[src/logic/amsk_pkg.sv]
// Notes on behaviour
// - upper seek limit 16 bits, default 1710
// - seek at limit halts or wraps per command
// - controller keeps upper limit within 149..23000
// - controller rewrites upper limit after power-up
// - spacing low four bits; only 1,5,9,10
// - each seek step moves by programmed spacing unless it would pass a band edge
// - snr threshold six bits, default 5, zero ignores
// - rssi threshold six bits, default 25, zero ignores
// - channel valid by comparing snr and rssi
// - clear-to-send raised after each property access
// - properties accessed only while powered up
// - volume six bits, default 63 maximum
// - either mute bit silences both channels
`default_nettype none
package amsk_pkg;
	// ----------------------------------------
	// property identifiers and resets
	// ----------------------------------------
	localparam logic [15:0] PROP_UPPER = 16'h3401;
	localparam logic [15:0] PROP_SPACE = 16'h3402;
	localparam logic [15:0] PROP_SNR = 16'h3403;
	localparam logic [15:0] PROP_RSSI = 16'h3404;
	localparam logic [15:0] PROP_VOL = 16'h4000;
	localparam logic [15:0] PROP_MUTE = 16'h4001;
	localparam logic [15:0] UPPER_RST = 16'h06AE;
	localparam logic [3:0] SPACE_RST = 4'hA;
	localparam logic [5:0] SNR_RST = 6'h05;
	localparam logic [5:0] RSSI_RST = 6'h19;
	localparam logic [5:0] VOL_RST = 6'h3F;
	localparam logic [1:0] MUTE_RST = 2'h0;
	localparam int SPACE_W = 4;
	localparam int LVL_W = 6;
	localparam int LEFT_BIT = 1;
	localparam int RIGHT_BIT = 0;
	// legal values the controller enforces
	localparam logic [15:0] UPPER_MIN = 16'h0095;
	localparam logic [15:0] UPPER_MAX = 16'h59D8;
	localparam logic [3:0] SPACE_1 = 4'h1;
	localparam logic [3:0] SPACE_5 = 4'h5;
	localparam logic [3:0] SPACE_9 = 4'h9;
	localparam logic [3:0] SPACE_10 = 4'hA;
	// cycles the device stays busy after taking a command
	localparam int CMD_BUSY_CYC = 4;
	// ----------------------------------------
	// controller apb map
	// ----------------------------------------
	localparam logic [7:0] REG_PROP = 8'h00;
	localparam logic [7:0] REG_WDATA = 8'h04;
	localparam logic [7:0] REG_CTRL = 8'h08;
	localparam logic [7:0] REG_STATUS = 8'h0C;
	localparam logic [7:0] REG_RDATA = 8'h10;
	localparam logic [7:0] REG_INT_STAT = 8'h14;
	localparam logic [7:0] REG_INT_MASK = 8'h18;
	localparam int CTRL_GO = 0;
	localparam int CTRL_WR = 1;
	localparam int ST_BUSY = 0;
	localparam int ST_PWR = 1;
	localparam int ST_ERR = 2;
	localparam int ST_FIXED = 3;
	localparam int INT_DONE = 0;
	localparam int INT_ERR = 1;
	localparam int INT_FIX = 2;
	localparam int INT_W = 3;
endpackage : amsk_pkg
`default_nettype wire

[src/logic/amsk_if.sv]
`timescale 1ns/10ps
`default_nettype none
interface amsk_if;
	logic cmd_valid;
	logic cmd_wr;
	logic [15:0] cmd_prop;
	logic [15:0] cmd_data;
	logic cts;
	logic rsp_valid;
	logic rsp_err;
	logic [15:0] rsp_data;
	logic powered;
	modport dev (
		input cmd_valid, cmd_wr, cmd_prop, cmd_data,
		output cts, rsp_valid, rsp_err, rsp_data, powered
	);
	modport ctl (
		output cmd_valid, cmd_wr, cmd_prop, cmd_data,
		input cts, rsp_valid, rsp_err, rsp_data, powered
	);
endinterface : amsk_if
`default_nettype wire

[src/logic/amsk_dev.sv]
// The APB interface to the registers is this design's own decision.
`timescale 1ns/10ps
`default_nettype none
module amsk_dev (
	input wire logic clk,
	input wire logic rstn,
	amsk_if.dev link,
	input wire logic pwr_on,
	input wire logic pwr_off,
	input wire logic seek_start,
	input wire logic seek_up,
	input wire logic seek_wrap,
	input wire logic tune_start,
	input wire logic [15:0] tune_khz,
	input wire logic [15:0] band_low_khz,
	input wire logic meas_strobe,
	input wire logic [5:0] meas_snr,
	input wire logic [5:0] meas_rssi,
	output logic [15:0] tuned_khz,
	output logic seek_busy,
	output logic seek_done,
	output logic chan_valid,
	output logic [5:0] loudness_level,
	output logic audio_mute,
	output logic cts_irq
);
	typedef enum logic [1:0] {SK_IDLE, SK_SEEK, SK_TUNE} amsk_seek_e;

	logic pwr_q;
	logic cts_q;
	logic rsp_valid_q;
	logic rsp_err_q;
	logic [15:0] rsp_data_q;
	logic [2:0] busy_cnt_q;
	logic [15:0] upper_limit_khz_q;
	logic [3:0] step_spacing_khz_q;
	logic [5:0] valid_snr_level_q;
	logic [5:0] valid_strength_level_q;
	logic [5:0] loudness_level_q;
	logic left_silence_bit_q;
	logic right_silence_bit_q;
	logic audio_mute_q;
	logic cts_irq_q;
	amsk_seek_e sk_q;
	logic [15:0] tuned_q;
	logic [15:0] start_q;
	logic up_q;
	logic wrap_q;
	logic wrapped_q;
	logic done_q;
	logic valid_q;
	logic take;
	logic space_ok;
	logic known;
	logic meas_ok;
	logic [16:0] up_nxt;
	logic [16:0] dn_floor;
	logic [15:0] dn_nxt;
	logic past_top;
	logic past_low;
	logic hit_start;

	assign take = link.cmd_valid && cts_q;
	assign link.cts = cts_q;
	assign link.rsp_valid = rsp_valid_q;
	assign link.rsp_err = rsp_err_q;
	assign link.rsp_data = rsp_data_q;
	assign link.powered = pwr_q;
	assign tuned_khz = tuned_q;
	assign seek_busy = (sk_q != SK_IDLE);
	assign seek_done = done_q;
	assign chan_valid = valid_q;
	assign loudness_level = loudness_level_q;
	assign audio_mute = audio_mute_q;
	assign cts_irq = cts_irq_q;

	// ----------------------------------------
	// command decode
	// ----------------------------------------
	always_comb begin
		space_ok = (link.cmd_data[3:0] == amsk_pkg::SPACE_1) ||
			(link.cmd_data[3:0] == amsk_pkg::SPACE_5) ||
			(link.cmd_data[3:0] == amsk_pkg::SPACE_9) ||
			(link.cmd_data[3:0] == amsk_pkg::SPACE_10);
		unique case (link.cmd_prop)
			amsk_pkg::PROP_UPPER, amsk_pkg::PROP_SPACE,
			amsk_pkg::PROP_SNR, amsk_pkg::PROP_RSSI,
			amsk_pkg::PROP_VOL, amsk_pkg::PROP_MUTE: known = 1'b1;
			default: known = 1'b0;
		endcase
	end

	// ----------------------------------------
	// power state
	// ----------------------------------------
	always_ff @(posedge clk) begin
		if (!rstn) begin
			pwr_q <= 1'b0;
		end else if (pwr_off) begin
			pwr_q <= 1'b0;
		end else if (pwr_on) begin
			pwr_q <= 1'b1;
		end
	end

	// ----------------------------------------
	// clear-to-send and response
	// ----------------------------------------
	always_ff @(posedge clk) begin
		if (!rstn) begin
			cts_q <= 1'b1;
			busy_cnt_q <= 3'h0;
			rsp_valid_q <= 1'b0;
			cts_irq_q <= 1'b0;
		end else begin
			rsp_valid_q <= 1'b0;
			cts_irq_q <= 1'b0;
			if (take) begin
				cts_q <= 1'b0;
				busy_cnt_q <= 3'(amsk_pkg::CMD_BUSY_CYC - 1);
			end else if (!cts_q && busy_cnt_q != 3'h0) begin
				busy_cnt_q <= busy_cnt_q - 3'h1;
			end else if (!cts_q) begin
				cts_q <= 1'b1;
				rsp_valid_q <= 1'b1;
				cts_irq_q <= 1'b1;
			end
		end
	end

	always_ff @(posedge clk) begin
		if (!rstn) begin
			rsp_err_q <= 1'b0;
			rsp_data_q <= 16'h0000;
		end else if (take) begin
			rsp_err_q <= !pwr_q || !known ||
				(link.cmd_wr && link.cmd_prop == amsk_pkg::PROP_SPACE
				&& !space_ok);
			rsp_data_q <= 16'h0000;
			if (pwr_q && !link.cmd_wr) begin
				unique case (link.cmd_prop)
					amsk_pkg::PROP_UPPER: rsp_data_q <= upper_limit_khz_q;
					amsk_pkg::PROP_SPACE: rsp_data_q <= {12'h000,
						step_spacing_khz_q};
					amsk_pkg::PROP_SNR: rsp_data_q <= {10'h000,
						valid_snr_level_q};
					amsk_pkg::PROP_RSSI: rsp_data_q <= {10'h000,
						valid_strength_level_q};
					amsk_pkg::PROP_VOL: rsp_data_q <= {10'h000,
						loudness_level_q};
					amsk_pkg::PROP_MUTE: rsp_data_q <= {14'h0000,
						left_silence_bit_q, right_silence_bit_q};
					default: rsp_data_q <= 16'h0000;
				endcase
			end
		end
	end

	// ----------------------------------------
	// property bank
	// ----------------------------------------
	always_ff @(posedge clk) begin
		if (!rstn) begin
			upper_limit_khz_q <= amsk_pkg::UPPER_RST;
			step_spacing_khz_q <= amsk_pkg::SPACE_RST;
			valid_snr_level_q <= amsk_pkg::SNR_RST;
			valid_strength_level_q <= amsk_pkg::RSSI_RST;
			loudness_level_q <= amsk_pkg::VOL_RST;
			left_silence_bit_q <= amsk_pkg::MUTE_RST[amsk_pkg::LEFT_BIT];
			right_silence_bit_q <= amsk_pkg::MUTE_RST[amsk_pkg::RIGHT_BIT];
		end else if (take && link.cmd_wr && pwr_q) begin
			unique case (link.cmd_prop)
				amsk_pkg::PROP_UPPER: upper_limit_khz_q <= link.cmd_data;
				amsk_pkg::PROP_SPACE: begin
					if (space_ok) begin
						step_spacing_khz_q <= link.cmd_data[3:0];
					end
				end
				amsk_pkg::PROP_SNR: valid_snr_level_q <= link.cmd_data[5:0];
				amsk_pkg::PROP_RSSI: begin
					valid_strength_level_q <= link.cmd_data[5:0];
				end
				amsk_pkg::PROP_VOL: loudness_level_q <= link.cmd_data[5:0];
				amsk_pkg::PROP_MUTE: begin
					left_silence_bit_q <= link.cmd_data[amsk_pkg::LEFT_BIT];
					right_silence_bit_q <= link.cmd_data[amsk_pkg::RIGHT_BIT];
				end
				default: ;
			endcase
		end
	end

	// one mute for both channels
	always_ff @(posedge clk) begin
		if (!rstn) begin
			audio_mute_q <= 1'b0;
		end else begin
			audio_mute_q <= left_silence_bit_q | right_silence_bit_q;
		end
	end

	// ----------------------------------------
	// seek and tune
	// ----------------------------------------
	always_comb begin
		meas_ok = (valid_snr_level_q == 6'h00 ||
			meas_snr >= valid_snr_level_q) &&
			(valid_strength_level_q == 6'h00 ||
			meas_rssi >= valid_strength_level_q);
		up_nxt = {1'b0, tuned_q} + {13'h0000, step_spacing_khz_q};
		dn_floor = {1'b0, band_low_khz} + {13'h0000, step_spacing_khz_q};
		dn_nxt = tuned_q - {12'h000, step_spacing_khz_q};
		past_top = up_nxt > {1'b0, upper_limit_khz_q};
		past_low = {1'b0, tuned_q} < dn_floor;
		hit_start = wrapped_q && (up_q ? (up_nxt >= {1'b0, start_q}) :
			(dn_nxt <= start_q));
	end

	always_ff @(posedge clk) begin
		if (!rstn) begin
			sk_q <= SK_IDLE;
			tuned_q <= 16'h0000;
			start_q <= 16'h0000;
			up_q <= 1'b1;
			wrap_q <= 1'b0;
			wrapped_q <= 1'b0;
			done_q <= 1'b0;
			valid_q <= 1'b0;
		end else begin
			done_q <= 1'b0;
			unique case (sk_q)
				SK_IDLE: begin
					if (pwr_q && tune_start) begin
						sk_q <= SK_TUNE;
						tuned_q <= tune_khz;
						valid_q <= 1'b0;
					end else if (pwr_q && seek_start) begin
						sk_q <= SK_SEEK;
						start_q <= tuned_q;
						up_q <= seek_up;
						wrap_q <= seek_wrap;
						wrapped_q <= 1'b0;
						valid_q <= 1'b0;
					end
				end
				SK_TUNE: begin
					if (meas_strobe) begin
						valid_q <= meas_ok;
						done_q <= 1'b1;
						sk_q <= SK_IDLE;
					end
				end
				SK_SEEK: begin
					if (meas_strobe) begin
						if (meas_ok && tuned_q != start_q) begin
							valid_q <= 1'b1;
							done_q <= 1'b1;
							sk_q <= SK_IDLE;
						end else if (hit_start) begin
							done_q <= 1'b1;
							sk_q <= SK_IDLE;
						end else if (up_q ? past_top : past_low) begin
							if (wrap_q) begin
								tuned_q <= up_q ? band_low_khz : upper_limit_khz_q;
								wrapped_q <= 1'b1;
							end else begin
								tuned_q <= up_q ? upper_limit_khz_q : band_low_khz;
								done_q <= 1'b1;
								sk_q <= SK_IDLE;
							end
						end else begin
							tuned_q <= up_q ? up_nxt[15:0] : dn_nxt;
						end
					end
				end
			endcase
		end
	end
endmodule : amsk_dev
`default_nettype wire

[src/flat_wrapper.sv]
// flat-port wrapper written by rule: the top's interface ports become plain ports
module amsk_dev_flat 
  (clk, rstn, pwr_on, pwr_off, seek_start, seek_up, seek_wrap, tune_start, tune_khz, band_low_khz, meas_strobe, meas_snr, meas_rssi, tuned_khz, seek_busy, seek_done, chan_valid, loudness_level, audio_mute, cts_irq, link_cmd_valid, link_cmd_wr, link_cmd_prop, link_cmd_data, link_cts, link_rsp_valid, link_rsp_err, link_rsp_data, link_powered);
  amsk_if link_i ();
  input wire logic clk;
  input wire logic rstn;
  input wire logic pwr_on;
  input wire logic pwr_off;
  input wire logic seek_start;
  input wire logic seek_up;
  input wire logic seek_wrap;
  input wire logic tune_start;
  input wire logic [15:0] tune_khz;
  input wire logic [15:0] band_low_khz;
  input wire logic meas_strobe;
  input wire logic [5:0] meas_snr;
  input wire logic [5:0] meas_rssi;
  output logic [15:0] tuned_khz;
  output logic seek_busy;
  output logic seek_done;
  output logic chan_valid;
  output logic [5:0] loudness_level;
  output logic audio_mute;
  output logic cts_irq;
  input wire logic [$bits(link_i.cmd_valid)-1:0] link_cmd_valid;
  input wire logic [$bits(link_i.cmd_wr)-1:0] link_cmd_wr;
  input wire logic [$bits(link_i.cmd_prop)-1:0] link_cmd_prop;
  input wire logic [$bits(link_i.cmd_data)-1:0] link_cmd_data;
  output wire logic [$bits(link_i.cts)-1:0] link_cts;
  output wire logic [$bits(link_i.rsp_valid)-1:0] link_rsp_valid;
  output wire logic [$bits(link_i.rsp_err)-1:0] link_rsp_err;
  output wire logic [$bits(link_i.rsp_data)-1:0] link_rsp_data;
  output wire logic [$bits(link_i.powered)-1:0] link_powered;
  assign link_i.cmd_valid = link_cmd_valid;
  assign link_i.cmd_wr = link_cmd_wr;
  assign link_i.cmd_prop = link_cmd_prop;
  assign link_i.cmd_data = link_cmd_data;
  assign link_cts = link_i.cts;
  assign link_rsp_valid = link_i.rsp_valid;
  assign link_rsp_err = link_i.rsp_err;
  assign link_rsp_data = link_i.rsp_data;
  assign link_powered = link_i.powered;
  amsk_dev u_core (.clk(clk), .rstn(rstn), .link(link_i), .pwr_on(pwr_on), .pwr_off(pwr_off), .seek_start(seek_start), .seek_up(seek_up), .seek_wrap(seek_wrap), .tune_start(tune_start), .tune_khz(tune_khz), .band_low_khz(band_low_khz), .meas_strobe(meas_strobe), .meas_snr(meas_snr), .meas_rssi(meas_rssi), .tuned_khz(tuned_khz), .seek_busy(seek_busy), .seek_done(seek_done), .chan_valid(chan_valid), .loudness_level(loudness_level), .audio_mute(audio_mute), .cts_irq(cts_irq));
endmodule
[config.mk]
export PLATFORM = sky130hd
export DESIGN_NAME = amsk_dev_flat
export DESIGN_NICKNAME = d
export VERILOG_FILES = /design/src/logic/amsk_pkg.sv /design/src/logic/amsk_if.sv /design/src/logic/amsk_dev.sv /design/src/flat_wrapper.sv
export SDC_FILE = /design/constraint.sdc
export NUM_CORES = 1
export LEC_CHECK = 0
export BUFFER_PORTS_ARGS = -buffer_cell sky130_fd_sc_hd__buf_4
export CORE_UTILIZATION = 45
export CTS_CLUSTER_DIAMETER = 100
export DETAILED_ROUTE_END_ITERATION = 6
export HOLD_SLACK_MARGIN = 0.05
export PLACE_DENSITY_LB_ADDON = 0.25
export SLEW_MARGIN = 20
export SYNTH_ARGS = -nofsm -noshare
export SYNTH_HDL_FRONTEND = slang
export SYNTH_SLANG_ARGS = --single-unit
export TNS_END_PERCENT = 1
[constraint.sdc]
create_clock -name clk -period 11.26 [get_ports clk]
set_input_delay 1.126 -clock clk [delete_from_list [all_inputs] [get_ports clk]]
set_output_delay 1.126 -clock clk [all_outputs]
set_load 0.05 [all_outputs]
* Yosys cells after proc, flatten, opt, wreduce, memory -nomap -nowiden
Index checks and enable logic that the tools add are counted. Widths: inputs -> output; s select.
Word-level totals: flip-flop bits (word level) 103, bits in latches 0, RAM bits 0, bits in read-only memories 0, input bits 87, output and inout bits 47, memories kept 0
Cells by class: add/sub/neg operators 4, $mul 0, divide/modulo/power cells 0, $lt $le $gt $ge 6, equal/unequal tests 27, shifts and indexed selects 0, multiplexer cells 49, bitwise logic cells 3, reductions and logical operators 46
Operators by type and width (count):
- $mux 16 | 10
- $pmux 16 s6 | 1
- $eq 16x14->1 const B | 4
- $add 16x4->17 | 2
- $eq 16x15->1 const B | 2
- $pmux 16 s2 | 1
- $mux 1 | 23
- $mux 2 | 10
- $ge 17x16->1 | 1
- $gt 17x16->1 | 1
- $lt 16x17->1 | 1
- $le 16x16->1 | 1
- $ne 16x16->1 | 1
- $sub 16x4->16 | 1
- $ge 6x6->1 | 2
- $logic_and 1x1->1 | 12
- $logic_not 6->1 | 2
- $ne 2x1->1 const B | 6
- $ne 2x2->1 const B | 5
- $reduce_and 2->1 | 5
- $reduce_and 5->1 | 2
- $eq 4x4->1 const B | 2
- $reduce_and 8->1 | 1
- $logic_or 1x1->1 | 7
- 22 further kinds | 32

* Depth between registers and ports, before layout
Gate-level depths: netlist of run 1.
word-level depth 8, mapped depth 18, mapped depth without buffers 17

* Worst setup path before layout of run 1
Ideal clock, no wire load.
kind input to register, from input port band_low_khz[0], to register u_core.tuned_q[10] (netlist: u_core.tuned_khz[10]), data arrival time 4753 ps, required time 11201 ps, path slack 6448 ps, cell stages on the path 17, path buffers 1, cell sequence ha_1 -> fa_1 -> a21o_1 -> a21oi_1 -> and4bb_1 -> nand3_1 -> xor2_1 -> ha_1 -> a211oi_1 -> nand2_1 -> a2111oi_0 -> a31oi_1 -> and2_1 -> buf_2 -> or4_1 -> o2111ai_1 -> o211a_1
Between the ends: word-level cells in the longest chain between the ends 8
Ends and longest elaborated chain:
- start: declaration | line flat_wrapper.sv:14 | input wire logic [15:0] band_low_khz;
- $add 16x4->17 | line amsk_dev.sv:211 | dn_floor = {1'b0, band_low_khz} + {13'h0000, step_spacing_khz_q};
- $lt 16x17->1 | line amsk_dev.sv:214 | past_low = {1'b0, tuned_q} < dn_floor;
- $mux 1 | line amsk_dev.sv:262 | end else if (up_q ? past_top : past_low) begin
- $mux 16 | line amsk_dev.sv:262
- $mux 16 | line amsk_dev.sv:259 | end else if (hit_start) begin
- $mux 16 | line amsk_dev.sv:255 | if (meas_ok && tuned_q != start_q) begin
- $mux 16 | line amsk_dev.sv:254 | if (meas_strobe) begin
- $pmux 16 s2 | line amsk_dev.sv:231 | unique case (sk_q)
- end signal: assignment | line amsk_dev.sv:235 | tuned_q <= tune_khz;
- end signal: assignment | line amsk_dev.sv:264 | tuned_q <= up_q ? band_low_khz : upper_limit_khz_q;
- end signal: assignment | line amsk_dev.sv:267 | tuned_q <= up_q ? upper_limit_khz_q : band_low_khz;
- end: declaration | line amsk_dev.sv:45 | logic [15:0] tuned_q;
Every way passes these cells. The select of a mux whose other input is x is not followed. A chain may end at the register's enable or synchronous reset.

* Final worst setup path of run 1
from input port band_low_khz[0], to register u_core.tuned_q[6] (netlist: u_core.tuned_khz[6])
Same word-level chain as after synthesis.

==> results_dict.tcl, run 1 <==
set metrics [dict create \
    top_level_ports 134 \
    routed_via_density 5.791 \
    grt_pass1_vias 7017 \
    core-area_um2 16820 \
    antenna_diode_count 0 \
    instances_no_fill 1313 \
    routed_wire_length_per_instance_um 18.21 \
    clock_tree.htree_level_count 3 \
    ctsLongestPathBuffers 2 \
    synth_async_sr_flop_share_pct 0 \
    synthXorXnorAreaFrac_pct 6.453 \
    largest_net_degree_at_the_start_of_global_routing 48 \
    setup_viol 0 \
    maximum_clock_skew_at_final_layout_ns 0.006256 \
    final-seq-area_um2 2062 \
    fillCellCount 1615 \
    netlist_instances 990 \
    yosys-top-cells-area "sky130_fd_sc_hd__dfxtp_1 26%, sky130_fd_sc_hd__ha_1 15%, sky130_fd_sc_hd__nand2_1 6.6%, sky130_fd_sc_hd__a21oi_1 4.4%, sky130_fd_sc_hd__xnor2_1 4.0%" \
    grt_usage_pct 26.97 \
    synthesis.yosys.warnings 0 \
    ys.flop_type "sky130_fd_sc_hd__dfxtp_1" \
    critical_path_required_ns 11.45 \
    finalCoreUtilization_pct 55.24 \
    hp-start "u_core.chan_valid" \
    worstReg2RegStart "u_core.step_spacing_khz_q[1]" \
    detailroute.wirelength.met3_um 2222 \
    power_per_cell_area_nw_per_um2 141.5 \
    die_width_um 134.3 \
    main_combinational_cell_family_by_area_after_synthesis "compound AO/OA/AOI/OAI gates" \
    grt_antenna_before_repair 1 \
    gp_congestion 0.8992 \
    maxUsedRoutingLayer "met4" \
    relSlewSlack_pct 26.37 \
    vias 7603 \
    crit_type "input port to register" \
    synth_mux_area_share_pct 3.814 \
    grt_overflow_total 0 \
    placed_area_um2 8966 \
    worst_hold_path.endpoint "u_core.chan_valid" \
    port_buffer_count 133 \
    synthesized_area_fraction_occupied_by_and_or_nand_nor_cells_pct 20.58 \
    clk_transition_reported_paths_ns 0.08 \
    critical_path.max_fanout 11 \
    clk-insertion-delay-late_ns 0.36 \
    clk_root_buffer_cell "sky130_fd_sc_hd__clkbuf_16" \
    tritoncts "yes" \
    ys_types 71 \
    synth_top_cells_by_count "138 x sky130_fd_sc_hd__nand2_1, 103 x sky130_fd_sc_hd__dfxtp_1, 92 x sky130_fd_sc_hd__ha_1" \
    placed_cells 1297 \
    drt_pass1_iterations 6 \
    syn-cell-area_um2 7873 \
    achievable-frequency_mhz 192.9 \
    global_route_wire_length_before_repair_um 37630 \
    cts_sinks 103 \
    synth_area_in_compound_gates_pct 21.57 \
    starting_density_of_the_core_pct 46.81 \
    fin_crit_sh_pct 46.03 \
    reg2reg_slack_ns 6.15 \
    fin_total_pwr_w 0.001314 \
    multi_input_area_um2 5345 \
    synthesis.nets 1172 \
    fp-row-count 47 \
    drt-met1-wl_um 11300 \
    critPathLaunchType "input port" \
    crit_end_category "register" \
    rsz0062_at_grt "no" \
    wirelength_um 23910 \
    drc_errors 0 \
    fin_area_um2 9290 \
    synth_top_cell_area_share_pct 26.19 \
    layout-drive-gt1-share_pct 15.74 \
    floorplan.die_area_um2 18030 \
    dr.first_iter.drc_count 761 \
    timing_max_transition_violations_final 0 \
    ctsResizeCount 0 \
    met2WireLength_um 9902 \
    cp.arrival_ns 5.37 \
    synth.yosys.seq_area_share_pct 26.19 \
    number_of_synthesized_flops_with_an_enable_pin 0 \
    detail-route-antenna-nets 0 \
    avgSynthCellArea_um2 7.952 \
    post-route-min-period_ns 5.183 \
    reg2regPathDepth 15 \
    post-dp-hpwl_um 18780 \
    timing.hold.worst_path_depth 2 \
    hold_viol_final 0 \
    critical_path.reg2reg.endpoint "u_core.tuned_khz[6]" \
    areaGrowthSynthToFinish_pct 18.01 \
    outcome "complete, no violations" \
    fin_tns_setup_ns 0 \
    flops_latches_synth 103 \
    dominant_cell_by_count_in_the_synthesized_netlist "sky130_fd_sc_hd__nand2_1" \
    total_leakage_power_nw 3.938 \
    synth_top_area_cell "sky130_fd_sc_hd__dfxtp_1" \
    post_cts_hold_buffer_count 0 \
    hold_path.class "register to register" \
    worst_slew_pin_slew_ns 1.096 \
    power.ir.vdd_worst_v 0.00009529 \
    post_cts_buffers 0 \
    die-height_um 134.3 \
    finalNetCount 1270 \
    number_of_cts_inserted_buffers 9 \
    yosys.area_share.adder_pct 15.38 \
    max_cap_viol_count 0 \
]
## worst max-delay path, stage by stage
cell and delay [ns]:
sky130_fd_sc_hd__buf_4 0.12, sky130_fd_sc_hd__ha_1 0.22, sky130_fd_sc_hd__fa_1 0.40, sky130_fd_sc_hd__a21o_1 0.17
sky130_fd_sc_hd__a21oi_1 0.22, sky130_fd_sc_hd__and4bb_1 0.29, sky130_fd_sc_hd__nand3_1 0.12, sky130_fd_sc_hd__xor2_1 0.15
sky130_fd_sc_hd__ha_1 0.29, sky130_fd_sc_hd__a211oi_1 0.32, sky130_fd_sc_hd__nand2_1 0.09, sky130_fd_sc_hd__a2111oi_0 0.38
sky130_fd_sc_hd__a31oi_1 0.20, sky130_fd_sc_hd__and2_1 0.34, sky130_fd_sc_hd__nor2_1 0.59, sky130_fd_sc_hd__or4_1 0.22
sky130_fd_sc_hd__a41oi_1 0.11
## metal layers
layer | up-vias | global-route usage (%)
met1 | 3469 | 38.60
li1 | 3764 | -
met5 | - | 0
met2 | 335 | 40.16
met3 | 35 | 5.556
met4 | 0 | 8.677
## where the power goes
group | leakage [nW] | total (W) | switching, W | internal, W
registers | 0.833 | 0.000419 | 0.0000406 | 0.000378
logic | 2.94 | 0.000554 | 0.000334 | 0.000220
clock network | 0.159 | 0.000342 | 0.000162 | 0.000180
## worst max path at each step
| stage | from | to | cells past startpoint |
|---|---|---|---|
| 5_1_grt | band_low_khz[0] | u_core.tuned_khz[10] | 17 |
| 6_report | band_low_khz[0] | u_core.tuned_khz[6] | 17 |
| 2_1_floorplan | band_low_khz[0] | u_core.tuned_khz[10] | 17 |
| 3_5_place_dp | band_low_khz[0] | u_core.tuned_khz[9] | 17 |
| 4_1_cts | band_low_khz[0] | u_core.tuned_khz[9] | 17 |
| 3_3_place_gp | band_low_khz[0] | u_core.tuned_khz[6] | 17 |
## state kept, by name (all words and copies together), names as in the netlist, 2 cells and up
register	cells
u_core.valid_strength_level_q	6
u_core.sk_q	2
u_core.busy_cnt_q	3
u_core.valid_snr_level_q	6
u_core.link.rsp_data	16
u_core.loudness_level	6
u_core.start_q	16
u_core.step_spacing_khz_q	4
u_core.upper_limit_khz_q	16
u_core.tuned_khz	16
## cell usage in the layout, fill, tap and decap left out, types with 4 or more instances in the layout
cell / instances
sky130_fd_sc_hd__nor2_1: 60
sky130_fd_sc_hd__inv_1: 63
sky130_fd_sc_hd__a21o_1: 14
sky130_fd_sc_hd__o31a_1: 4
sky130_fd_sc_hd__o2111ai_1: 9
sky130_fd_sc_hd__a222oi_1: 4
sky130_fd_sc_hd__clkbuf_16: 9
sky130_fd_sc_hd__a22o_1: 12
sky130_fd_sc_hd__nand2b_1: 9
sky130_fd_sc_hd__nor3b_1: 4
sky130_fd_sc_hd__o31ai_1: 4
sky130_fd_sc_hd__a211oi_1: 4
sky130_fd_sc_hd__a31oi_1: 11
sky130_fd_sc_hd__dfxtp_1: 103
sky130_fd_sc_hd__a21oi_1: 69
sky130_fd_sc_hd__mux2i_1: 30
sky130_fd_sc_hd__o221ai_1: 4
sky130_fd_sc_hd__nand4_1: 15
sky130_fd_sc_hd__nor2b_1: 10
sky130_fd_sc_hd__o21a_1: 8
sky130_fd_sc_hd__buf_4: 139
sky130_fd_sc_hd__nor3_1: 17
sky130_fd_sc_hd__o211a_1: 4
sky130_fd_sc_hd__nand2_1: 138
sky130_fd_sc_hd__nand3b_1: 5
sky130_fd_sc_hd__nor4_1: 7
sky130_fd_sc_hd__o211ai_1: 23
sky130_fd_sc_hd__and3_1: 9
sky130_fd_sc_hd__o21ai_0: 48
sky130_fd_sc_hd__or3_1: 5
sky130_fd_sc_hd__a41oi_1: 5
sky130_fd_sc_hd__xnor2_1: 35
sky130_fd_sc_hd__and2_1: 5
sky130_fd_sc_hd__nand3_1: 31
sky130_fd_sc_hd__xor2_1: 22
sky130_fd_sc_hd__ha_1: 92
## area by class of cell
class	instances	share of cell area [%]
multi-input combinational	771	57.54
sequential	103	22.20
timing repair buffer	139	11.23
tap	220	2.963
inverter	64	2.586
clock buffer	9	2.424
clock inverter	7	1.064
## stage by stage
step                setup slack [ns]  hold slack (ns)
floorplan                      6.448           0.4424
global placement               5.804           0.4382
detailed placement             5.745           0.4471
CTS                            6.083           0.4651
global route                   5.782           0.4904
finish                         6.077           0.4643
## cell families (layout without fill, tap and decap cells)
family	Yosys count	after routing
fa+ha+maj	95	95
simple gates	335	335
xor+xnor	58	58
mux	30	30
buf+inv	116	219
compound gates	253	253
flops	103	103
(Power assumes the default switching activity.)
==> inputs of run 2 (changes only) <==
- ABC_AREA: default -> 1
- clock period: 11.26 -> 4.5 ns (I/O delays scaled with it)
==> results_dict.tcl, run 2 <==
set metrics [dict create \
    crit_type "register to register" \
    detail-route-antenna-nets 0 \
    largest_net_degree_at_the_start_of_global_routing 77 \
    yosys-top-cells-area "sky130_fd_sc_hd__dfxtp_1 24%, sky130_fd_sc_hd__ha_1 14%, sky130_fd_sc_hd__nand2_1 12%, sky130_fd_sc_hd__inv_1 7.7%, sky130_fd_sc_hd__a21oi_1 5.6%" \
    avgSynthCellArea_um2 6.677 \
    grt_overflow_total 0 \
    synthesis.nets 1445 \
    hold_path.class "input port to register" \
    core-area_um2 18150 \
    clk_root_buffer_cell "sky130_fd_sc_hd__clkbuf_16" \
    outcome "complete, no violations" \
    vias 8617 \
    hp-start "pwr_off" \
    global_route_wire_length_before_repair_um 40650 \
    relSlewSlack_pct 37.87 \
    finalNetCount 1550 \
    ys.flop_type "sky130_fd_sc_hd__dfxtp_1" \
    ys_types 46 \
    die_width_um 138.9 \
    rsz0062_at_grt "no" \
    achievable-frequency_mhz 251.6 \
    areaGrowthSynthToFinish_pct 17.30 \
    layout_commonest_cell "sky130_fd_sc_hd__nand2_1" \
    post-dp-hpwl_um 20590 \
    post_cts_buffers 0 \
    clk_transition_reported_paths_ns 0.08 \
    routed_wire_length_per_instance_um 16.20 \
    total_leakage_power_nw 4.998 \
    timing.hold.worst_path_depth 2 \
    timing_max_transition_violations_final 0 \
    synthesis.yosys.warnings 0 \
    power_per_cell_area_nw_per_um2 460.7 \
    grt_pass1_vias 7757 \
    dominant_cell_by_count_in_the_synthesized_netlist "sky130_fd_sc_hd__nand2_1" \
    netlist_instances 1263 \
    cp.arrival_ns 4.22 \
    fin_tns_setup_ns 0 \
    reg2reg_slack_ns 0.53 \
    synth_async_sr_flop_share_pct 0 \
    antenna_diode_count 0 \
    critical_path.max_fanout 5 \
    number_of_synthesized_flops_with_an_enable_pin 0 \
    synth.yosys.seq_area_share_pct 24.45 \
    synth_top_cell_area_share_pct 24.45 \
    clock_tree.htree_level_count 3 \
    critPathLaunchType "register" \
    hold_viol_final 0 \
    fin_area_um2 9892 \
    synth_top_area_cell "sky130_fd_sc_hd__dfxtp_1" \
    fp-row-count 49 \
    top_level_ports 134 \
    crit_end_category "register" \
    gp_congestion 0.9757 \
    worst_hold_path.endpoint "u_core.link.powered" \
    dr.first_iter.drc_count 663 \
    drc_errors 0 \
    critical_path.reg2reg.endpoint "u_core.sk_q[1]" \
    flops_latches_synth 103 \
    floorplan.die_area_um2 19290 \
    cts_sinks 103 \
    ctsLongestPathBuffers 2 \
    worst_slew_pin_slew_ns 0.9320 \
    synth_top_cells_by_count "274 x sky130_fd_sc_hd__nand2_1, 174 x sky130_fd_sc_hd__inv_1, 116 x sky130_fd_sc_hd__nor2_1" \
    tritoncts "yes" \
    clk-insertion-delay-late_ns 0.37 \
    power.ir.vdd_worst_v 0.0002488 \
    placed_area_um2 9562 \
    wirelength_um 25950 \
    syn-cell-area_um2 8433 \
    port_buffer_count 133 \
    reg2regPathDepth 25 \
    routed_via_density 5.379 \
    post-route-min-period_ns 3.975 \
    grt_antenna_before_repair 0 \
    layout.cells.most_common_list "274 x sky130_fd_sc_hd__nand2_1, 174 x sky130_fd_sc_hd__inv_1, 139 x sky130_fd_sc_hd__buf_4" \
    layout_setup_ws_ns 0.5254 \
    drt_pass1_iterations 7 \
    ctsResizeCount 0 \
    layout-drive-gt1-share_pct 15.88 \
    starting_density_of_the_core_pct 46.47 \
    number_of_cts_inserted_buffers 9 \
    grt_usage_pct 26.83 \
    whs_ns 0.2475 \
    post_cts_hold_buffer_count 0 \
    critPathLaunch "u_core.step_spacing_khz_q[2]" \
    fin_crit_sh_pct 88.33 \
    placement.setup.worst_slack_ns 0.3994 \
    worstReg2RegStart "u_core.step_spacing_khz_q[2]" \
    max_cap_viol_count 0 \
    die-height_um 138.9 \
    critical_path_required_ns 4.75 \
    maximum_clock_skew_at_final_layout_ns 0.01307 \
    setup_viol 0 \
]
-- run 2: cell types whose count changed after synthesis, sizes merged, moves of 22 or more --
cell / delta
a21oi: +36
inv: +118
mux2i: -30
nand2: +152
nand3: +56
nor2: +60
o21ai: +35
xnor2: -22
-- run 2: cell type report --
class	count	area (um2)
clock buffer	9	225.2
inverter	182	683.2
timing repair buffer	140	1064
fill	1797	8255
clock inverter	7	105.1
sequential	103	2062
tap	229	286.5
multi-input combinational	932	5466
-- run 2: critical path, stage by stage (launching register included) --
cell,delay [ns]
sky130_fd_sc_hd__dfxtp_1,0.41
sky130_fd_sc_hd__inv_1,0.11
sky130_fd_sc_hd__ha_1,0.36
sky130_fd_sc_hd__inv_2,0.11
sky130_fd_sc_hd__nand2_1,0.05
sky130_fd_sc_hd__nand2_1,0.06
sky130_fd_sc_hd__nand2_1,0.13
sky130_fd_sc_hd__nor3_2,0.25
sky130_fd_sc_hd__nand2_1,0.14
sky130_fd_sc_hd__nor2_1,0.13
sky130_fd_sc_hd__xor2_1,0.35
sky130_fd_sc_hd__ha_1,0.33
sky130_fd_sc_hd__nand2_1,0.10
sky130_fd_sc_hd__inv_1,0.09
sky130_fd_sc_hd__nand2_1,0.07
sky130_fd_sc_hd__nand2_1,0.05
sky130_fd_sc_hd__a21oi_1,0.12
sky130_fd_sc_hd__nand2_1,0.06
sky130_fd_sc_hd__nand2_1,0.06
sky130_fd_sc_hd__nand2_1,0.05
sky130_fd_sc_hd__nand2_1,0.07
sky130_fd_sc_hd__nand2_1,0.10
sky130_fd_sc_hd__a21oi_1,0.24
sky130_fd_sc_hd__nand3_2,0.16
sky130_fd_sc_hd__a21oi_1,0.19
sky130_fd_sc_hd__nor2_1,0.07
-- run 2: cells by family (layout without fill, tap and decap cells) --
group,count (synthesis),after routing,share of synthesized area (%)
AND/OR/NAND/NOR,554,554,29.32
flip-flops,103,103,24.45
XOR/XNOR,38,38,3.947
AO/OA/AOI/OAI,245,245,17.05
buffers and inverters,228,338,10.88
adder cells (fa/ha/maj),95,95,14.36
-- run 2: report_power, final --
| group | internal, W | switching (W) | total (W) |
|---|---|---|---|
| clock network | 0.000496 | 0.000399 | 0.000895 |
| logic | 0.000893 | 0.00164 | 0.00254 |
| registers | 0.000983 | 0.000143 | 0.00113 |
-- run 2: per-stage QoR --
stage	utilization, %	cells	total power [W]
2_1_floorplan	-	1263	0.003002
4_1_cts	54.51	1602	0.004539
5_1_grt	54.51	1602	0.004913
3_3_place_gp	52.69	1586	0.003607
3_5_place_dp	52.69	1586	0.003645
6_report	54.51	1602	0.004557
-- run 2: metal layers --
metal	vias up	routed length [um]	share of wire (%)	GRT usage, %
li1	4372	-	-	-
met1	3874	12520	48	38.30
met2	340	11190	43	41.41
met3	31	1757	6.8	4.040
met4	0	480	1.8	8.304
met5	-	0	0	0
-- run 2: worst max-delay path by stage --
stage	cells after the start	slack [ns]	end
3_5_place_dp	23	0.40	u_core.sk_q[1]
5_1_grt	26	0.11	u_core.sk_q[1]
6_report	25	0.53	u_core.sk_q[1]
4_1_cts	22	0.51	u_core.tuned_khz[14]
2_1_floorplan	22	0.81	u_core.tuned_khz[10]
3_3_place_gp	23	0.50	u_core.sk_q[0]
